===== config.mk =====
export PLATFORM = sky130hd
export DESIGN_NAME = crb_capture_top
export DESIGN_NICKNAME = d
export VERILOG_FILES = /design/src/pkg/crb_pkg.sv /design/src/logic/crb_cmd_decode.sv /design/src/logic/crb_null_flag.sv /design/src/logic/crb_capture_top.sv
export SDC_FILE = /design/constraint.sdc
export NUM_CORES = 1
export LEC_CHECK = 0
export BUFFER_PORTS_ARGS = -buffer_cell sky130_fd_sc_hd__buf_4
export CAP_MARGIN = 15
export CORE_MARGIN = 2
export CORE_UTILIZATION = 45
export DETAILED_ROUTE_END_ITERATION = 10
export PLACE_DENSITY = 0.71
export SLEW_MARGIN = 20
export SYNTH_ARGS = -nofsm -noshare
export SYNTH_HDL_FRONTEND = slang
export SYNTH_HIERARCHICAL = 1
export SYNTH_SLANG_ARGS = --single-unit

===== constraint.sdc =====
create_clock -name mclk_i -period 4.38 [get_ports mclk_i]
set_input_delay 0.438 -clock mclk_i [delete_from_list [all_inputs] [get_ports mclk_i]]
set_output_delay 0.438 -clock mclk_i [all_outputs]
set_load 0.005 [all_outputs]

===== src/pkg/crb_pkg.sv =====
// Constants shared by the count/status capture logic of the timers.
// Assumes an 8-bit I/O data bus with 10-bit port addresses.
package crb_pkg;
    // Counters handled: index 0 = timer 0, 1 = timer 2, 2 = timer 3
    localparam int CRB_NCNT = 3;
    localparam int CRB_CW = 16;

    // I/O port addresses
    localparam logic [9:0] CRB_ADDR_T0 = 10'h040;
    localparam logic [9:0] CRB_ADDR_T2 = 10'h042;
    localparam logic [9:0] CRB_ADDR_T3 = 10'h044;
    localparam logic [9:0] CRB_ADDR_CW_MAIN = 10'h043;
    localparam logic [9:0] CRB_ADDR_CW_AUX = 10'h047;

    // Control word fields
    localparam int CRB_SC_HI = 7;
    localparam int CRB_SC_LO = 6;
    localparam int CRB_RW_HI = 5;
    localparam int CRB_RW_LO = 4;
    localparam int CRB_CTL_HI = 5;
    localparam int CRB_CTL_LO = 0;

    // Read-back command fields
    localparam int CRB_RB_CNT_N = 5;
    localparam int CRB_RB_STS_N = 4;
    localparam int CRB_RB_SEL_T2 = 3;
    localparam int CRB_RB_SEL_T0 = 1;
    localparam int CRB_RB_SEL_T3 = 1;
    localparam int CRB_RB_ZERO = 0;

    // Status byte fields
    localparam int CRB_ST_OUT = 7;
    localparam int CRB_ST_NULL = 6;

    // Select field codes
    localparam logic [1:0] CRB_SC_T0 = 2'h0;
    localparam logic [1:0] CRB_SC_T2 = 2'h2;
    localparam logic [1:0] CRB_SC_T3 = 2'h0;
    localparam logic [1:0] CRB_SC_READBACK = 2'h3;

    // Byte-access codes
    localparam logic [1:0] CRB_RW_LATCH = 2'h0;
    localparam logic [1:0] CRB_RW_LO_ONLY = 2'h1;
    localparam logic [1:0] CRB_RW_HI_ONLY = 2'h2;
    localparam logic [1:0] CRB_RW_LO_HI = 2'h3;

    // Reset values and the unmapped read value
    localparam logic [5:0] CRB_CTL_RST = 6'h30;
    localparam logic [5:0] CRB_CTL_AUX_RST = 6'h10;
    localparam logic CRB_NULL_RST = 1'b1;
    localparam logic [7:0] CRB_RDATA_RST = 8'h00;
    localparam logic [7:0] CRB_RDATA_UNMAPPED = 8'hff;

    // Data port of counter idx
    function automatic logic [9:0] crb_data_port(input int idx);
        crb_data_port = (idx == 0) ? CRB_ADDR_T0 :
                        (idx == 1) ? CRB_ADDR_T2 : CRB_ADDR_T3;
    endfunction
endpackage


===== src/logic/crb_cmd_decode.sv =====
// Control word and data port write decoder for the three timers.
// Assumes a one-cycle write strobe on the same clock as the capture logic.
`timescale 1ns/1ps
module crb_cmd_decode (
    // Host write port
    input wire logic [9:0] io_addr_i,
    input wire logic [7:0] io_wdata_i,
    input wire logic io_wr_i,
    // Decoded pulses, one bit per counter, and the new control bits
    output logic [2:0] prog_o,
    output logic [2:0] cnt_cap_o,
    output logic [2:0] sts_cap_o,
    output logic [2:0] data_wr_o,
    output logic [5:0] ctl_new_o
);
    logic cw_main;
    logic cw_aux;
    logic [1:0] sc;
    logic [1:0] rw;
    logic rb_ok;

    assign cw_main = io_wr_i && (io_addr_i == crb_pkg::CRB_ADDR_CW_MAIN);
    assign cw_aux = io_wr_i && (io_addr_i == crb_pkg::CRB_ADDR_CW_AUX);
    assign sc = io_wdata_i[crb_pkg::CRB_SC_HI:crb_pkg::CRB_SC_LO];
    assign rw = io_wdata_i[crb_pkg::CRB_RW_HI:crb_pkg::CRB_RW_LO];
    assign rb_ok = (sc == crb_pkg::CRB_SC_READBACK)
                   && !io_wdata_i[crb_pkg::CRB_RB_ZERO];

    always_comb begin
        prog_o = 3'h0;
        cnt_cap_o = 3'h0;
        sts_cap_o = 3'h0;
        ctl_new_o = io_wdata_i[crb_pkg::CRB_CTL_HI:crb_pkg::CRB_CTL_LO];
        for (int i = 0; i < crb_pkg::CRB_NCNT; i++) begin
            data_wr_o[i] = io_wr_i
                && (io_addr_i == crb_pkg::crb_data_port(i));
        end
        if (cw_main && rb_ok) begin
            // Counter 1 select bit has no counter behind it
            cnt_cap_o[0] = !io_wdata_i[crb_pkg::CRB_RB_CNT_N]
                && io_wdata_i[crb_pkg::CRB_RB_SEL_T0];
            cnt_cap_o[1] = !io_wdata_i[crb_pkg::CRB_RB_CNT_N]
                && io_wdata_i[crb_pkg::CRB_RB_SEL_T2];
            sts_cap_o[0] = !io_wdata_i[crb_pkg::CRB_RB_STS_N]
                && io_wdata_i[crb_pkg::CRB_RB_SEL_T0];
            sts_cap_o[1] = !io_wdata_i[crb_pkg::CRB_RB_STS_N]
                && io_wdata_i[crb_pkg::CRB_RB_SEL_T2];
        end else if (cw_main) begin
            for (int i = 0; i < 2; i++) begin
                if (sc == ((i == 0) ? crb_pkg::CRB_SC_T0
                                    : crb_pkg::CRB_SC_T2)) begin
                    cnt_cap_o[i] = (rw == crb_pkg::CRB_RW_LATCH);
                    prog_o[i] = (rw != crb_pkg::CRB_RW_LATCH);
                end
            end
        end else if (cw_aux && rb_ok) begin
            cnt_cap_o[2] = !io_wdata_i[crb_pkg::CRB_RB_CNT_N]
                && io_wdata_i[crb_pkg::CRB_RB_SEL_T3];
            sts_cap_o[2] = !io_wdata_i[crb_pkg::CRB_RB_STS_N]
                && io_wdata_i[crb_pkg::CRB_RB_SEL_T3];
        end else if (cw_aux && sc == crb_pkg::CRB_SC_T3) begin
            // Timer 3 keeps only the byte-access field
            cnt_cap_o[2] = (rw == crb_pkg::CRB_RW_LATCH);
            prog_o[2] = (rw == crb_pkg::CRB_RW_LO_ONLY);
            ctl_new_o = {rw, 4'h0};
        end
    end
endmodule


===== src/logic/crb_null_flag.sv =====
// Null-count flag of one counter.
// Assumes load_i pulses when the counting element takes a new count.
`timescale 1ns/1ps
module crb_null_flag (
    // Clock and reset
    input wire logic mclk_i,
    input wire logic resetn_i,
    // Events
    input wire logic prog_i,
    input wire logic data_wr_i,
    input wire logic two_byte_i,
    input wire logic load_i,
    // Flag
    output logic null_o
);
    logic second_reg;
    logic set_next;

    assign set_next = prog_i || (data_wr_i && (!two_byte_i || second_reg));

    always_ff @(posedge mclk_i) begin
        if (!resetn_i || prog_i) begin
            second_reg <= 1'b0;
        end else if (data_wr_i && two_byte_i) begin
            second_reg <= !second_reg;
        end
    end

    // A load in the same cycle as a final-byte write or reprogram loses: the flag stays set
    always_ff @(posedge mclk_i) begin
        if (!resetn_i) begin
            null_o <= crb_pkg::CRB_NULL_RST;
        end else if (set_next) begin
            null_o <= 1'b1;
        end else if (load_i) begin
            null_o <= 1'b0;
        end
    end

    a_null_clear: assert property (@(posedge mclk_i) disable iff (!resetn_i)
        load_i && !set_next |=> !null_o)
        else $error("null flag not cleared by load");
    a_null_second: assert property (@(posedge mclk_i) disable iff (!resetn_i)
        data_wr_i && two_byte_i && !second_reg && !prog_i && !null_o
        |=> !null_o)
        else $error("null flag set on first byte");
endmodule


===== src/logic/crb_capture_top.sv =====
// Count latch, read-back and status capture for timers 0, 2 and 3.
// Assumes the host port and counting elements share mclk_i.
//
// Operation
// Latch command copies live count to hold
// Held count frozen until read or reprogram
// Repeat latch before read is ignored
// Each counter holds its own capture independently
// Read-back exposes count, mode, output, null
// Bit 5 low captures selected counters' counts
// Read-back count capture acts like latch command
// Bit 4 low captures status until read
// Status bits 0-5 mirror control word
// Status bit 7 shows output level
// Byte access: low, high, or low-high
// Host gates clock for unlatched reads
// Host keeps two-byte reads uninterrupted
// Null flag set by writes, cleared on load
// Status read first, then count, then live
// Read-back when select field is all ones
// Timer 3 status has zero low bits
`timescale 1ns/1ps
module crb_capture_top (
    // Clock and reset
    input wire logic mclk_i,
    input wire logic resetn_i,
    // Host I/O port
    input wire logic [9:0] io_addr_i,
    input wire logic [7:0] io_wdata_i,
    input wire logic io_wr_i,
    input wire logic io_rd_i,
    output logic [7:0] io_rdata_o,
    output logic io_rvalid_o,
    // Counting elements
    input wire logic [15:0] ce_count_t0_i,
    input wire logic [15:0] ce_count_t2_i,
    input wire logic [7:0] ce_count_t3_i,
    input wire logic [2:0] ce_out_i,
    input wire logic [2:0] ce_load_i,
    output logic [2:0] null_count_o
);
    localparam int N = crb_pkg::CRB_NCNT;
    localparam int W = crb_pkg::CRB_CW;

    logic [2:0] prog;
    logic [2:0] cnt_cap;
    logic [2:0] sts_cap;
    logic [2:0] data_wr;
    logic [5:0] ctl_new;
    logic [2:0] rd_sel;
    logic [W-1:0] live [N];
    logic [5:0] ctl_reg [N];
    logic [W-1:0] hold_reg [N];
    logic [N-1:0] hold_full_reg;
    logic [7:0] sts_reg [N];
    logic [N-1:0] sts_full_reg;
    logic [N-1:0] rd_hi_reg;
    logic [N-1:0] hold_done;
    logic [7:0] rdata_next;

    // Pick the byte that a read returns for the access field
    function automatic logic [7:0] pick_byte(input logic [W-1:0] val,
                                             input logic [1:0] rw,
                                             input logic hi);
        if (rw == crb_pkg::CRB_RW_HI_ONLY ||
            (rw == crb_pkg::CRB_RW_LO_HI && hi)) begin
            pick_byte = val[15:8];
        end else begin
            pick_byte = val[7:0];
        end
    endfunction

    function automatic logic [1:0] rw_of(input logic [5:0] ctl);
        rw_of = ctl[crb_pkg::CRB_RW_HI:crb_pkg::CRB_RW_LO];
    endfunction

    crb_cmd_decode u_decode (
        .io_addr_i(io_addr_i),
        .io_wdata_i(io_wdata_i),
        .io_wr_i(io_wr_i),
        .prog_o(prog),
        .cnt_cap_o(cnt_cap),
        .sts_cap_o(sts_cap),
        .data_wr_o(data_wr),
        .ctl_new_o(ctl_new)
    );

    assign live[0] = ce_count_t0_i;
    assign live[1] = ce_count_t2_i;
    assign live[2] = {8'h00, ce_count_t3_i};

    for (genvar g = 0; g < N; g++) begin : g_cnt
        assign rd_sel[g] = io_rd_i
            && (io_addr_i == crb_pkg::crb_data_port(g));
        // Held count is released by the read of its last byte
        assign hold_done[g] = rd_sel[g] && !sts_full_reg[g]
            && hold_full_reg[g]
            && (rw_of(ctl_reg[g]) != crb_pkg::CRB_RW_LO_HI
                || rd_hi_reg[g]);

        crb_null_flag u_null (
            .mclk_i(mclk_i),
            .resetn_i(resetn_i),
            .prog_i(prog[g]),
            .data_wr_i(data_wr[g]),
            .two_byte_i(rw_of(ctl_reg[g]) == crb_pkg::CRB_RW_LO_HI),
            .load_i(ce_load_i[g]),
            .null_o(null_count_o[g])
        );
    end

    // Programmed control bits
    always_ff @(posedge mclk_i) begin
        for (int i = 0; i < N; i++) begin
            if (!resetn_i) begin
                ctl_reg[i] <= (i == 2) ? crb_pkg::CRB_CTL_AUX_RST
                                       : crb_pkg::CRB_CTL_RST;
            end else if (prog[i]) begin
                ctl_reg[i] <= ctl_new;
            end
        end
    end

    // Count hold latches, one per counter
    always_ff @(posedge mclk_i) begin
        for (int i = 0; i < N; i++) begin
            if (!resetn_i) begin
                hold_full_reg[i] <= 1'b0;
                hold_reg[i] <= '0;
            end else if (prog[i]) begin
                hold_full_reg[i] <= 1'b0;
            end else if (cnt_cap[i] && !hold_full_reg[i]) begin
                hold_reg[i] <= live[i];
                hold_full_reg[i] <= 1'b1;
            end else if (hold_done[i]) begin
                hold_full_reg[i] <= 1'b0;
            end
        end
    end

    // Status latches; a repeat capture is ignored like a repeat latch
    always_ff @(posedge mclk_i) begin
        for (int i = 0; i < N; i++) begin
            if (!resetn_i) begin
                sts_full_reg[i] <= 1'b0;
                sts_reg[i] <= 8'h00;
            end else if (prog[i]) begin
                sts_full_reg[i] <= 1'b0;
            end else if (sts_cap[i] && !sts_full_reg[i]) begin
                sts_reg[i] <= {ce_out_i[i], null_count_o[i],
                               ctl_reg[i]};
                sts_full_reg[i] <= 1'b1;
            end else if (rd_sel[i]) begin
                sts_full_reg[i] <= 1'b0;
            end
        end
    end

    // Byte pointer for low-then-high reads; status reads leave it alone
    always_ff @(posedge mclk_i) begin
        for (int i = 0; i < N; i++) begin
            if (!resetn_i || prog[i]) begin
                rd_hi_reg[i] <= 1'b0;
            end else if (rd_sel[i] && !sts_full_reg[i]
                         && rw_of(ctl_reg[i]) == crb_pkg::CRB_RW_LO_HI) begin
                rd_hi_reg[i] <= !rd_hi_reg[i];
            end
        end
    end

    // Read data: status first, then held count, then live count
    always_comb begin
        rdata_next = crb_pkg::CRB_RDATA_UNMAPPED;
        for (int i = 0; i < N; i++) begin
            if (rd_sel[i]) begin
                if (sts_full_reg[i]) begin
                    rdata_next = sts_reg[i];
                end else if (hold_full_reg[i]) begin
                    rdata_next = pick_byte(hold_reg[i], rw_of(ctl_reg[i]),
                                           rd_hi_reg[i]);
                end else begin
                    rdata_next = pick_byte(live[i], rw_of(ctl_reg[i]),
                                           rd_hi_reg[i]);
                end
            end
        end
    end

    // Answer one cycle after the read strobe, data held until next read
    always_ff @(posedge mclk_i) begin
        if (!resetn_i) begin
            io_rvalid_o <= 1'b0;
            io_rdata_o <= crb_pkg::CRB_RDATA_RST;
        end else begin
            io_rvalid_o <= io_rd_i;
            if (io_rd_i) begin
                io_rdata_o <= rdata_next;
            end
        end
    end

    a_latch_capture: assert property (@(posedge mclk_i)
        disable iff (!resetn_i)
        cnt_cap[0] && !hold_full_reg[0] && !prog[0]
        |=> hold_full_reg[0] && hold_reg[0] == $past(live[0]))
        else $error("latch command did not capture count");
    a_latch_frozen: assert property (@(posedge mclk_i)
        disable iff (!resetn_i)
        hold_full_reg[1] |=> $stable(hold_reg[1]))
        else $error("held count changed");
    a_latch_ignored: assert property (@(posedge mclk_i)
        disable iff (!resetn_i)
        hold_full_reg[0] && cnt_cap[0] && !prog[0] && !rd_sel[0]
        |=> hold_full_reg[0] ##1 hold_reg[0] == $past(hold_reg[0], 2))
        else $error("repeat latch overwrote held count");
    a_status_first: assert property (@(posedge mclk_i)
        disable iff (!resetn_i)
        rd_sel[0] && sts_full_reg[0] && hold_full_reg[0]
        |=> io_rvalid_o && io_rdata_o == $past(sts_reg[0])
            && hold_full_reg[0] && !sts_full_reg[0])
        else $error("status not returned first");
    a_status_out: assert property (@(posedge mclk_i)
        disable iff (!resetn_i)
        sts_cap[1] && !sts_full_reg[1] && !prog[1]
        |=> sts_reg[1][crb_pkg::CRB_ST_OUT] == $past(ce_out_i[1])
            && sts_reg[1][crb_pkg::CRB_ST_NULL] == $past(null_count_o[1]))
        else $error("status output bit wrong");
    a_status_ctl: assert property (@(posedge mclk_i)
        disable iff (!resetn_i)
        sts_cap[0] && !sts_full_reg[0] && !prog[0]
        |=> sts_reg[0][5:0] == ctl_reg[0])
        else $error("status control bits wrong");
    a_aux_zero: assert property (@(posedge mclk_i)
        disable iff (!resetn_i)
        sts_full_reg[2] |-> sts_reg[2][3:0] == 4'h0)
        else $error("timer 3 status low bits not zero");
    a_prog_clears: assert property (@(posedge mclk_i)
        disable iff (!resetn_i)
        prog[1] |=> !hold_full_reg[1] && !sts_full_reg[1]
                    && null_count_o[1] && !rd_hi_reg[1])
        else $error("reprogram did not clear captures");
    a_two_byte_read: assert property (@(posedge mclk_i)
        disable iff (!resetn_i)
        rd_sel[0] && !sts_full_reg[0] && hold_full_reg[0] && !prog[0]
        && rw_of(ctl_reg[0]) == crb_pkg::CRB_RW_LO_HI && !rd_hi_reg[0]
        |=> hold_full_reg[0] && rd_hi_reg[0]
            && io_rdata_o == $past(hold_reg[0][7:0]))
        else $error("low byte of held count wrong");

    // Host side timing: one answer per read strobe, none otherwise
    a_read_answer: assert property (@(posedge mclk_i)
        disable iff (!resetn_i)
        io_rd_i |=> io_rvalid_o)
        else $error("read strobe got no answer");
    a_no_answer: assert property (@(posedge mclk_i)
        disable iff (!resetn_i)
        !io_rd_i |=> !io_rvalid_o)
        else $error("answer without read strobe");
    a_unmapped_read: assert property (@(posedge mclk_i)
        disable iff (!resetn_i)
        io_rd_i && rd_sel == 3'h0
        |=> io_rdata_o == crb_pkg::CRB_RDATA_UNMAPPED)
        else $error("unmapped read data wrong");

    // Last byte of a held count frees the latch
    a_hold_release: assert property (@(posedge mclk_i)
        disable iff (!resetn_i)
        hold_done[0] |=> !hold_full_reg[0])
        else $error("held count not released after last byte");

    // A latch on one counter leaves the others alone
    a_indep_latch: assert property (@(posedge mclk_i)
        disable iff (!resetn_i)
        cnt_cap[1] && !cnt_cap[0] |=> $stable(hold_reg[0]))
        else $error("latch of timer 2 disturbed timer 0");

    // Read-back count capture of the 8-bit timer
    a_rb_count: assert property (@(posedge mclk_i)
        disable iff (!resetn_i)
        cnt_cap[2] && !hold_full_reg[2] && !prog[2]
        |=> hold_full_reg[2]
            && hold_reg[2][7:0] == $past(ce_count_t3_i))
        else $error("timer 3 count not captured");

    // Unlatched single-byte read returns the live low byte
    a_live_read: assert property (@(posedge mclk_i)
        disable iff (!resetn_i)
        rd_sel[1] && !sts_full_reg[1] && !hold_full_reg[1] && !prog[1]
        && rw_of(ctl_reg[1]) == crb_pkg::CRB_RW_LO_ONLY
        |=> io_rdata_o == $past(ce_count_t2_i[7:0]))
        else $error("live low byte wrong");

    // Timer 3 status keeps output and null bits like the others
    a_status_aux: assert property (@(posedge mclk_i)
        disable iff (!resetn_i)
        sts_cap[2] && !sts_full_reg[2] && !prog[2]
        |=> sts_reg[2][crb_pkg::CRB_ST_OUT] == $past(ce_out_i[2])
            && sts_reg[2][crb_pkg::CRB_ST_NULL] == $past(null_count_o[2])
            && sts_reg[2][5:4] == $past(rw_of(ctl_reg[2])))
        else $error("timer 3 status byte wrong");

    // Status read alone never moves the byte pointer
    a_status_ptr: assert property (@(posedge mclk_i)
        disable iff (!resetn_i)
        rd_sel[0] && sts_full_reg[0] && !prog[0]
        |=> $stable(rd_hi_reg[0]))
        else $error("status read moved byte pointer");
endmodule


Word level (Yosys, flattened, before mapping)
Memory sizes are Yosys's and may differ from the RTL's.
Index checks and enable logic that the tools add are counted.

cells by class
  mux-type cells = 93
  equal/unequal tests = 17
  reduce and logical (&&, ||, !) cells = 92
  bitwise gates (word level) = 10

operator list
  cell                 number
  $mux 8               18
  $mux 1               60
  $eq 10x7->1 const B  5
  $mux 16              3
  $logic_and 1x1->1    43
  $logic_not 1->1      19
  $mux 6               3
  $eq 2x2->1 const B   8
  $mux 4               4
  $logic_or 1x1->1     15
  $reduce_bool 2->1    7
  $reduce_or 2->1      6
  $or 1x1->1           9
  $mux 2               4
  $ne 2x2->1 const B   3
  $logic_not 2->1      2
  $mux 3               1
  $eq 2x1->1 const B   1
  $not 1->1            1

storage, ports and cells
  memory bits (writable) = 90
  output and inout bits = 12
  input port bits = 68
  memories = 3
  register bits after elaboration = 24
  logic and storage cells = 232

memories
  name      depth  width  read ports  clocked after memory_dff  wr ports  RTL line               text
  hold_reg  3      16     3           0                         3         crb_capture_top.sv:53  logic [W-1:0] hold_reg [N];
  sts_reg   3      8      3           0                         3         crb_capture_top.sv:55  logic [7:0] sts_reg [N];
  ctl_reg   3      6      3           0                         3         crb_capture_top.sv:52  logic [5:0] ctl_reg [N];

Logic depth before layout (Yosys ltp)
Gate-level depths: netlist (run 1).

  depth after elaboration = 13
  depth in mapped cells = 8
  gate-level depth less buffers = 7

By module
Netlist (run 1), hierarchy kept.

modules (own cells, without submodules)
  module           area an instance (sq um)  seq. area each (sq um)  cells each  instances
  crb_capture_top  4799.6                    2822.7                  371         1
  crb_cmd_decode   294.0                     0.0                     37          1
  crb_null_flag    88.8                      40.0                    9           3

Least setup slack after synthesis (run 1)
Ideal clock, no wire load.

  kind = input -> register
  from = input io_addr_i[9]
  to = memory hold_reg[1][0] (netlist bit) (enable)
  data arrival time = 2.553 ns
  setup slack = 1.415 ns
  path buffers = 0
  required time = 3.969 ns
  cell stages on the path = 5
  library setup time = 0.411 ns
  cell sequence = nor4b_4 > nand4b_4 > nor4b_2 > nand2b_1 > o21ai_0

RTL lines
  element          RTL line               text
  start, declared  crb_capture_top.sv:28  input wire logic [9:0] io_addr_i,
  end, declared    crb_capture_top.sv:53

==> results of run 1 <==
==> report_power, final <==
part | internal, mW | switching [mW]
clock | 0.500 | 0.354
combinational | 0.0851 | 0.0865
sequential | 1.12 | 0.0183
==> logic make-up (layout without fill, tap and decap cells) <==
group / after synthesis / after routing
xor+xnor: 3 / 3
simple gates: 194 / 194
compound gates: 75 / 75
buf+inv: 33 / 111
flops: 106 / 106
mux: 24 / 24
==> through the flow <==
stage,setup WS [ns],cell area [um2],std cells,utilization
floorplan,1.42,5360,435,-
finish,1.43,6360,656,0.552
detailed placement,1.19,6040,640,0.525
global placement,1.22,6040,640,0.525
CTS,1.53,6360,656,0.552
global route,1.24,6360,656,0.552
==> area by class of cell <==
| class | instances | area (um2) | share of cell area |
|---|---|---|---|
| inverter | 13 | 48.8 | 0.00767 |
| clock buffer | 9 | 225 | 0.0354 |
| multi-input combinational | 296 | 2260 | 0.355 |
| clock inverter | 7 | 92.6 | 0.0146 |
| tap | 143 | 179 | 0.0281 |
| timing repair buffer | 82 | 616 | 0.0968 |
| sequential | 106 | 2940 | 0.463 |
==> routing by layer <==
| metal | GRT usage | vias up | wire, um |
|---|---|---|---|
| li1 | - | 1798 | - |
| met1 | 0.273 | 1767 | 5610 |
| met2 | 0.299 | 109 | 5580 |
| met3 | 0.0423 | 20 | 576 |
| met4 | 0.0545 | 0 | 229 |
| met5 | 0 | - | 0 |
==> worst min path at each step <==
| stage | end | cells past startpoint | slack [ns] | from |
|---|---|---|---|---|
| 2_1_floorplan | io_rdata_o[0] | 1 | 0.47 | io_rdata_o[0] |
| 3_5_place_dp | io_rdata_o[4] | 1 | 0.47 | io_rdata_o[4] |
| 4_1_cts | sts_reg[2][7] | 2 | 0.37 | ce_out_i[2] |
| 5_1_grt | sts_reg[2][7] | 2 | 0.37 | ce_out_i[2] |
| 6_report | sts_reg[2][7] | 2 | 0.37 | ce_out_i[2] |
| 3_3_place_gp | io_rdata_o[3] | 1 | 0.48 | io_rdata_o[3] |
==> cell usage in the layout, fill, tap and decap left out, types with 5 or more instances in the layout <==
| cell type | count |
|---|---|
| nor3_1 | 5 |
| nor3b_1 | 6 |
| o21ai_1 | 5 |
| clkbuf_16 | 9 |
| edfxtp_1 | 82 |
| nor2b_1 | 13 |
| nand2_1 | 13 |
| nand3b_1 | 9 |
| buf_4 | 82 |
| mux4_2 | 6 |
| a2111o_1 | 6 |
| a21oi_1 | 7 |
| inv_1 | 13 |
| a211oi_1 | 7 |
| nand2b_1 | 15 |
| mux2i_1 | 7 |
| dfxtp_1 | 24 |
| nor2_1 | 28 |
| a22o_1 | 6 |
| a32o_1 | 6 |
| a221oi_1 | 13 |
| and2_1 | 70 |
| mux2_2 | 8 |
| o21ai_0 | 5 |
| and3_1 | 13 |
==> metrics, run 1 <==
global-route wire length before repair=19200 um; post-synthesis register bit count=106; wire length per cell=18.3 um; asr flop ratio synth=0; initial antenna violation count=0; post-synthesis mux area share=0.0698; Final Skew=0.00783 ns; cells on worst reg2reg path=5; ordered list of cells on the worst path=buf_4 -> nor4b_4 -> nand4_1 -> nor3b_1 -> nor2b_1 -> inv_1 -> nor2_1 -> and2_1; Mean Syn Cell Area=12.3 um2; Post-synth EDFFs=slightly above 80; Adder-Cell Fraction of Synth Area=0; number of fillers in the final layout=just under 1000; TritonCTS buffer count=9; clk slew on worst S/H paths=0.07 ns; CTS tree=yes; power per cell area=340 nW/um2; Sum Neg Setup Slack=0 ns; final wirelength=12000 um; DR pass1 iterations=8; crit share post-route=0.673; layout cells sized above 1=0.253; final slew viol count=0; smallest hold slack=0.373 ns; slowest stage delay, CP=about 0.84 ns; CP Launch Type=input port; Final Wtd Congestion=~0.8; Final setup viols=0; failing checks=design-rule violations; count leader, synth=edfxtp_1; vias in the first global route=around 3700; total power=2.16 mW; DR iter-0 viols=328; top_reg_cell synth=edfxtp_1; worst skew pair latency=0.34 ns; reg-to-reg startpoint=hold_full_reg[1]; worst path bufs/invs=2; XOR/XNOR share of the synthesized area=0.00490; distinct cell type count after synthesis=51; Port Buf Inserts=79; actual slew at the worst max-slew pin=~1.0 ns; CP arrival=3.04 ns; Via-to-Cell Ratio=5.63; die width=about 110 um; Max FO, Critical Path=10; post-route ant nets=0; DP Wirelength=approximately 9000 um; ant diodes=0; CTS Sinks=106; Clock Path Buffers=2; setup bufs post-CTS=0; total grt overflow=0; largest family of logic cells by synthesized area=simple AND/OR/NAND/NOR gates; DRC Markers=6; core region area=between 10000 and 15000 um2; FP Rows=39; complex-gate fraction of the synthesized area=0.114; gr usage total=0.192; Die Ht=113 um; CP required=4.47 ns; post-synthesis instance total=~440; Fmax achieved=339 MHz; via count=3694; Post-Synth Simple-Gate Area=0.232; Peak VDD IR=0.000216 V; max_cap viols=0; crit path kind=in2reg; crit path time final=between 2 and 3 ns; CP startpoint=io_addr_i[9]; final-report hold violation count=0; Hold Path Class=in2reg; YS warnings=6; Yosys top cell area share=0.459; synthesized net count=around 500; Post-layout nets=576; Ports=80; Worst Setup EP=hold_reg[2][3]; die area=12800 um2; Slew HR=0.300; Starting Density=0.465; Post-synth top cells=82 x edfxtp_1, 70 x and2_1, 28 x nor2_1; leakage=2.37 nW; WP depth=8; Largest register FFs=40; status=complete, but fails checks; largest net degree at the start of global routing=34; Max H-tree Level=3; CP top delay family=simple AND/OR/NAND/NOR gates; Area Growth Syn to Fin=18.7%; register area share after synthesis=0.549; Yosys top cell by area=edfxtp_1; RSZ-0062 raised after global routing=false; post-CTS sizing=0; clk root buf=clkbuf_16; main area contributors after synthesis=edfxtp_1 46%, dfxtp_1 9.0%, and2_1 8.2%; R2R setup slack=between 2 and 2.5 ns; hold_buf cts=0; Synth Cell Area=5360 um2; CP Capture Type=flop; Crit-path slowest cell=nor3b_1; r2r endpoint=io_rdata_o[3]
(Power assumes the default switching activity.)
==> run 2, diff against run 1 <==
- clock period: 4.38 -> 3 ns (I/O delays scaled with it)
==> metrics, run 2 (synthesized netlist as in run 1, its figures left out) <==
status=complete, but fails checks; failing checks=design-rule violations; core region area=11500 um2; most common cell after layout, fill and taps aside=buf_4; Fmax achieved=432 MHz; Final Wtd Congestion=0.774; r2r endpoint=io_rdata_o[3]; worst slack, placed=0.476 ns; final-report hold violation count=0; Starting Density=0.465; met1 wire length=approximately 5700 um; Slew HR=0.315; CTS Sinks=106; metal2 WL=6120 um; R2R setup slack=0.68 ns; Final setup viols=0; ant diodes=0; Max H-tree Level=3; min-delay src=ce_count_t2_i[0]; Sw Share=0.211; Max FO, Critical Path=24; actual slew at the worst max-slew pin=1.03 ns; die width=roughly 110 um; die area=12800 um2; highest metal used=met4; clk slew on worst S/H paths=0.07 ns; global-route wire length before repair=around 20000 um; CP required=3.24 ns; DR iter-0 viols=320; WHS Endpoint=hold_reg[1][0]; Clock Path Buffers=2; crit path time final=2.32 ns; RSZ-0062 raised after global routing=false; sequential power share=0.509; power share of the clock group=0.412; Hold Path Class=in2reg; CTS tree=yes; crit share post-route=0.772; hold_buf cts=0; DP Wirelength=9280 um; CP Capture Type=flop; Final Skew=0.00477 ns; final slew viol count=0; met3 wire len=671 um; Die Ht=113 um; power per cell area=506 nW/um2; gr usage total=0.202; Via-to-Cell Ratio=5.80; Area Growth Syn to Fin=20.5%; Setup WS post-layout=just under 0.7 ns; leakage=roughly 2.4 nW; Sum Neg Setup Slack=0 ns; vias in the first global route=3805; Ports=80; setup bufs post-CTS=0; Int Power=2.58 mW; worst skew pair latency=0.34 ns; total power=between 3 and 4 mW; CP arrival=2.55 ns; DR pass1 iterations=9; final wirelength=roughly 13000 um; Peak VDD IR=0.000299 V; wire length per cell=about 19 um; largest net degree at the start of global routing=34; total grt overflow=0; max_cap viols=0; crit path kind=reg2reg; WHS Path Cells=2; post-CTS sizing=0; number of fillers in the final layout=972; FP Rows=39; post-route ant nets=0; TritonCTS buffer count=9; cells on worst reg2reg path=5; Largest register FFs=40; NetSw=0.690 mW; most frequent cells in the layout=92 x buf_4, 82 x edfxtp_1, 70 x and2_1; initial antenna violation count=0; Port Buf Inserts=79; DRC Markers=6; Post-layout nets=about 600; reg-to-reg startpoint=hold_full_reg[1]; layout cells sized above 1=0.268; via count=3865; CP Launch Type=flop; clk root buf=clkbuf_16; final core occ=0.561; Logic pwr share=0.079
## run 2: per-layer routing
layer  GRT usage  vias to the layer above
li1            -                     1815
met1       0.279                     1912
met2       0.328                      123
met3      0.0396                       15
met4      0.0561                        0
met5           0                        -
## run 2: final cells by class
class | count | area, um2 | area share
clock buffers | 9 | 225 | 0.0349
clock inverters | 7 | 118 | 0.0182
multi-input cells | 296 | 2260 | 0.349
flip-flops and latches | 106 | 2940 | 0.456
inverters | 13 | 48.8 | 0.00755
well taps | 143 | 179 | 0.0277
repair buffers | 92 | 691 | 0.107
## run 2: through the flow
stage	hold slack, ns	instances	cell area [um2]
5_1_grt	0.238	666	6460
3_3_place_gp	0.477	650	6120
2_1_floorplan	0.454	435	5360
4_1_cts	0.234	666	6460
3_5_place_dp	0.478	650	6120
6_report	0.239	666	6460
## run 2: worst max-delay path by stage
| stage | startpoint | slack (ns) | to | cells after the start |
|---|---|---|---|---|
| 4_1_cts | hold_full_reg[1] | 0.73 | io_rdata_o[3] | 5 |
| 3_5_place_dp | io_addr_i[9] | 0.48 | hold_reg[2][2] | 9 |
| 6_report | hold_full_reg[1] | 0.68 | io_rdata_o[3] | 5 |
| 3_3_place_gp | io_addr_i[1] | 0.57 | hold_reg[2][0] | 6 |
| 5_1_grt | hold_full_reg[1] | 0.55 | io_rdata_o[3] | 5 |
| 2_1_floorplan | io_addr_i[9] | 0.17 | hold_reg[1][0] | 5 |
## run 2: worst max-delay path: stages, from the launching register on
cell	delay, ns
dfxtp_1	1.00
nor2b_1	0.10
a221oi_1	0.36
a211oi_1	0.12
a2111o_1	0.41
a22o_1	0.21
## run 2: power groups by stage
stage,clock [mW],combinational (mW),sequential [mW]
after CTS,1.35,0.259,1.66
after floorplan,0,0.114,1.68
final,1.35,0.259,1.66
after detailed placement,0,0.257,1.70
after global routing,1.41,0.279,1.67
after global placement,0,0.251,1.69
==> run 3, diff against run 2 <==
- PLACE_DENSITY: 0.71 -> 0.74
- clock period: 3 -> 2.1 ns (I/O delays scaled with it)
==> metrics, run 3 (synthesized netlist as in run 1, its figures left out) <==
Port Buf Inserts=79; crit share post-route=0.935; core region area=approximately 12000 um2; Max FO, Critical Path=8; gr usage total=0.203; RSZ-0062 raised after global routing=false; DRC Markers=7; setup bufs post-CTS=0; Via-to-Cell Ratio=5.72; power per cell area=673 nW/um2; Max H-tree Level=3; total power=between 4 and 5 mW; Area Growth Syn to Fin=25.3%; smallest hold slack=0.140 ns; clk root buf=clkbuf_16; CP arrival=2.20 ns; final-report hold violation count=0; Final Skew=roughly 0.0073 ns; status=complete, but fails checks; Starting Density=0.465; crit path kind=reg2reg; CTS Sinks=around 110; post-route ant nets=0; CTS tree=yes; DP Wirelength=9490 um; largest net degree at the start of global routing=34; ant diodes=0; die area=roughly 13000 um2; FP Rows=39; WHS Path Cells=2; Post-layout nets=609; Slew HR=0.677; die width=113 um; initial antenna violation count=0; post-CTS sizing=0; DR iter-0 viols=about 300; Multi-input gate area=2310 um2; cells on worst reg2reg path=5; Ports=80; wire length per cell=approximately 19 um; layout cells sized above 1=0.315; worst skew pair latency=0.35 ns; CP Capture Type=flop; Final Wtd Congestion=0.855; final wirelength=roughly 13000 um; CP required=2.34 ns; final slew viol count=0; clk slew on worst S/H paths=0.08 ns; CP Launch Type=flop; Die Ht=113 um; DR pass1 iterations=7; Hold Path Class=in2reg; most common cell after layout, fill and taps aside=buf_4; crit path time final=slightly below 2 ns; via count=3940; register area=2940 um2; final core occ=0.583; Largest register FFs=40; most frequent cells in the layout=110 x buf_4, 82 x edfxtp_1, 70 x and2_1; hold_buf cts=0; TritonCTS buffer count=9; leakage=2.58 nW; total grt overflow=0; failing checks=design-rule violations; max_cap viols=0; Peak VDD IR=roughly 0.00037 V; Clock Path Buffers=2; Placed Instances=673; number of fillers in the final layout=955; Final setup viols=0; actual slew at the worst max-slew pin=just under 0.5 ns; vias in the first global route=3974; Sum Neg Setup Slack=0 ns; Fmax achieved=509 MHz; fin cells=689; global-route wire length before repair=20300 um
-- run 3: changes by cell type in the layout (fill, tap and decap cells not counted), moves of 3 or more --
cell	change
inv_8	+3
o21ai_1	-4
buf_4	+18
bufinv_16	-3
inv_6	+3
buf_12	+5
-- run 3: through the flow --
step / instance area, um2 / worst slack, ns
4_1_cts: 6720 / 0.147
3_3_place_gp: 6410 / 0.0212
2_1_floorplan: 5440 / -0.0498
5_1_grt: 6720 / 0.0954
6_report: 6720 / 0.137
3_5_place_dp: 6410 / -0.0290
-- run 3: metal layers --
| layer | GRT usage | share of wire | up-vias | routed length (um) |
|---|---|---|---|---|
| met1 | 0.283 | 0.45 | 1918 | 5710 |
| met3 | 0.0337 | 0.051 | 26 | 655 |
| met4 | 0.0772 | 0.025 | 0 | 326 |
| met5 | 0 | 0 | - | 0 |
| li1 | - | - | 1865 | - |
| met2 | 0.320 | 0.48 | 131 | 6100 |
-- run 3: final cells by class --
class	count	share of cell area
clock buffer	10	0.0373
tap	143	0.0266
sequential	106	0.438
clock inverter	6	0.00894
inverter	13	0.00726
multi-input combinational	296	0.344
timing repair buffer	115	0.138
-- run 3: where the power goes --
part           total, mW  switching, mW  internal [mW]
sequential          2.37         0.0404           2.33
clock               1.75          0.830          0.916
combinational      0.399          0.194          0.205
-- run 3: worst paths after layout --
check	startpoint	to	slack, ns
setup / recovery	ctl_reg[0][4]	io_rdata_o[6]	0.14
hold / removal	ce_out_i[2]	sts_reg[2][7]	0.14
setup reg to reg	ctl_reg[0][4]	io_rdata_o[6]	0.14
hold reg to reg	io_rdata_o[1]	io_rdata_o[1]	0.49
-- run 3: worst max-delay path, cell delays in order (launching register included) --
cell      delay [ns]
edfxtp_1        0.45
a21boi_2        0.23
buf_12          0.15
mux4_1          0.30
a2111o_1        0.47
a22o_1          0.25
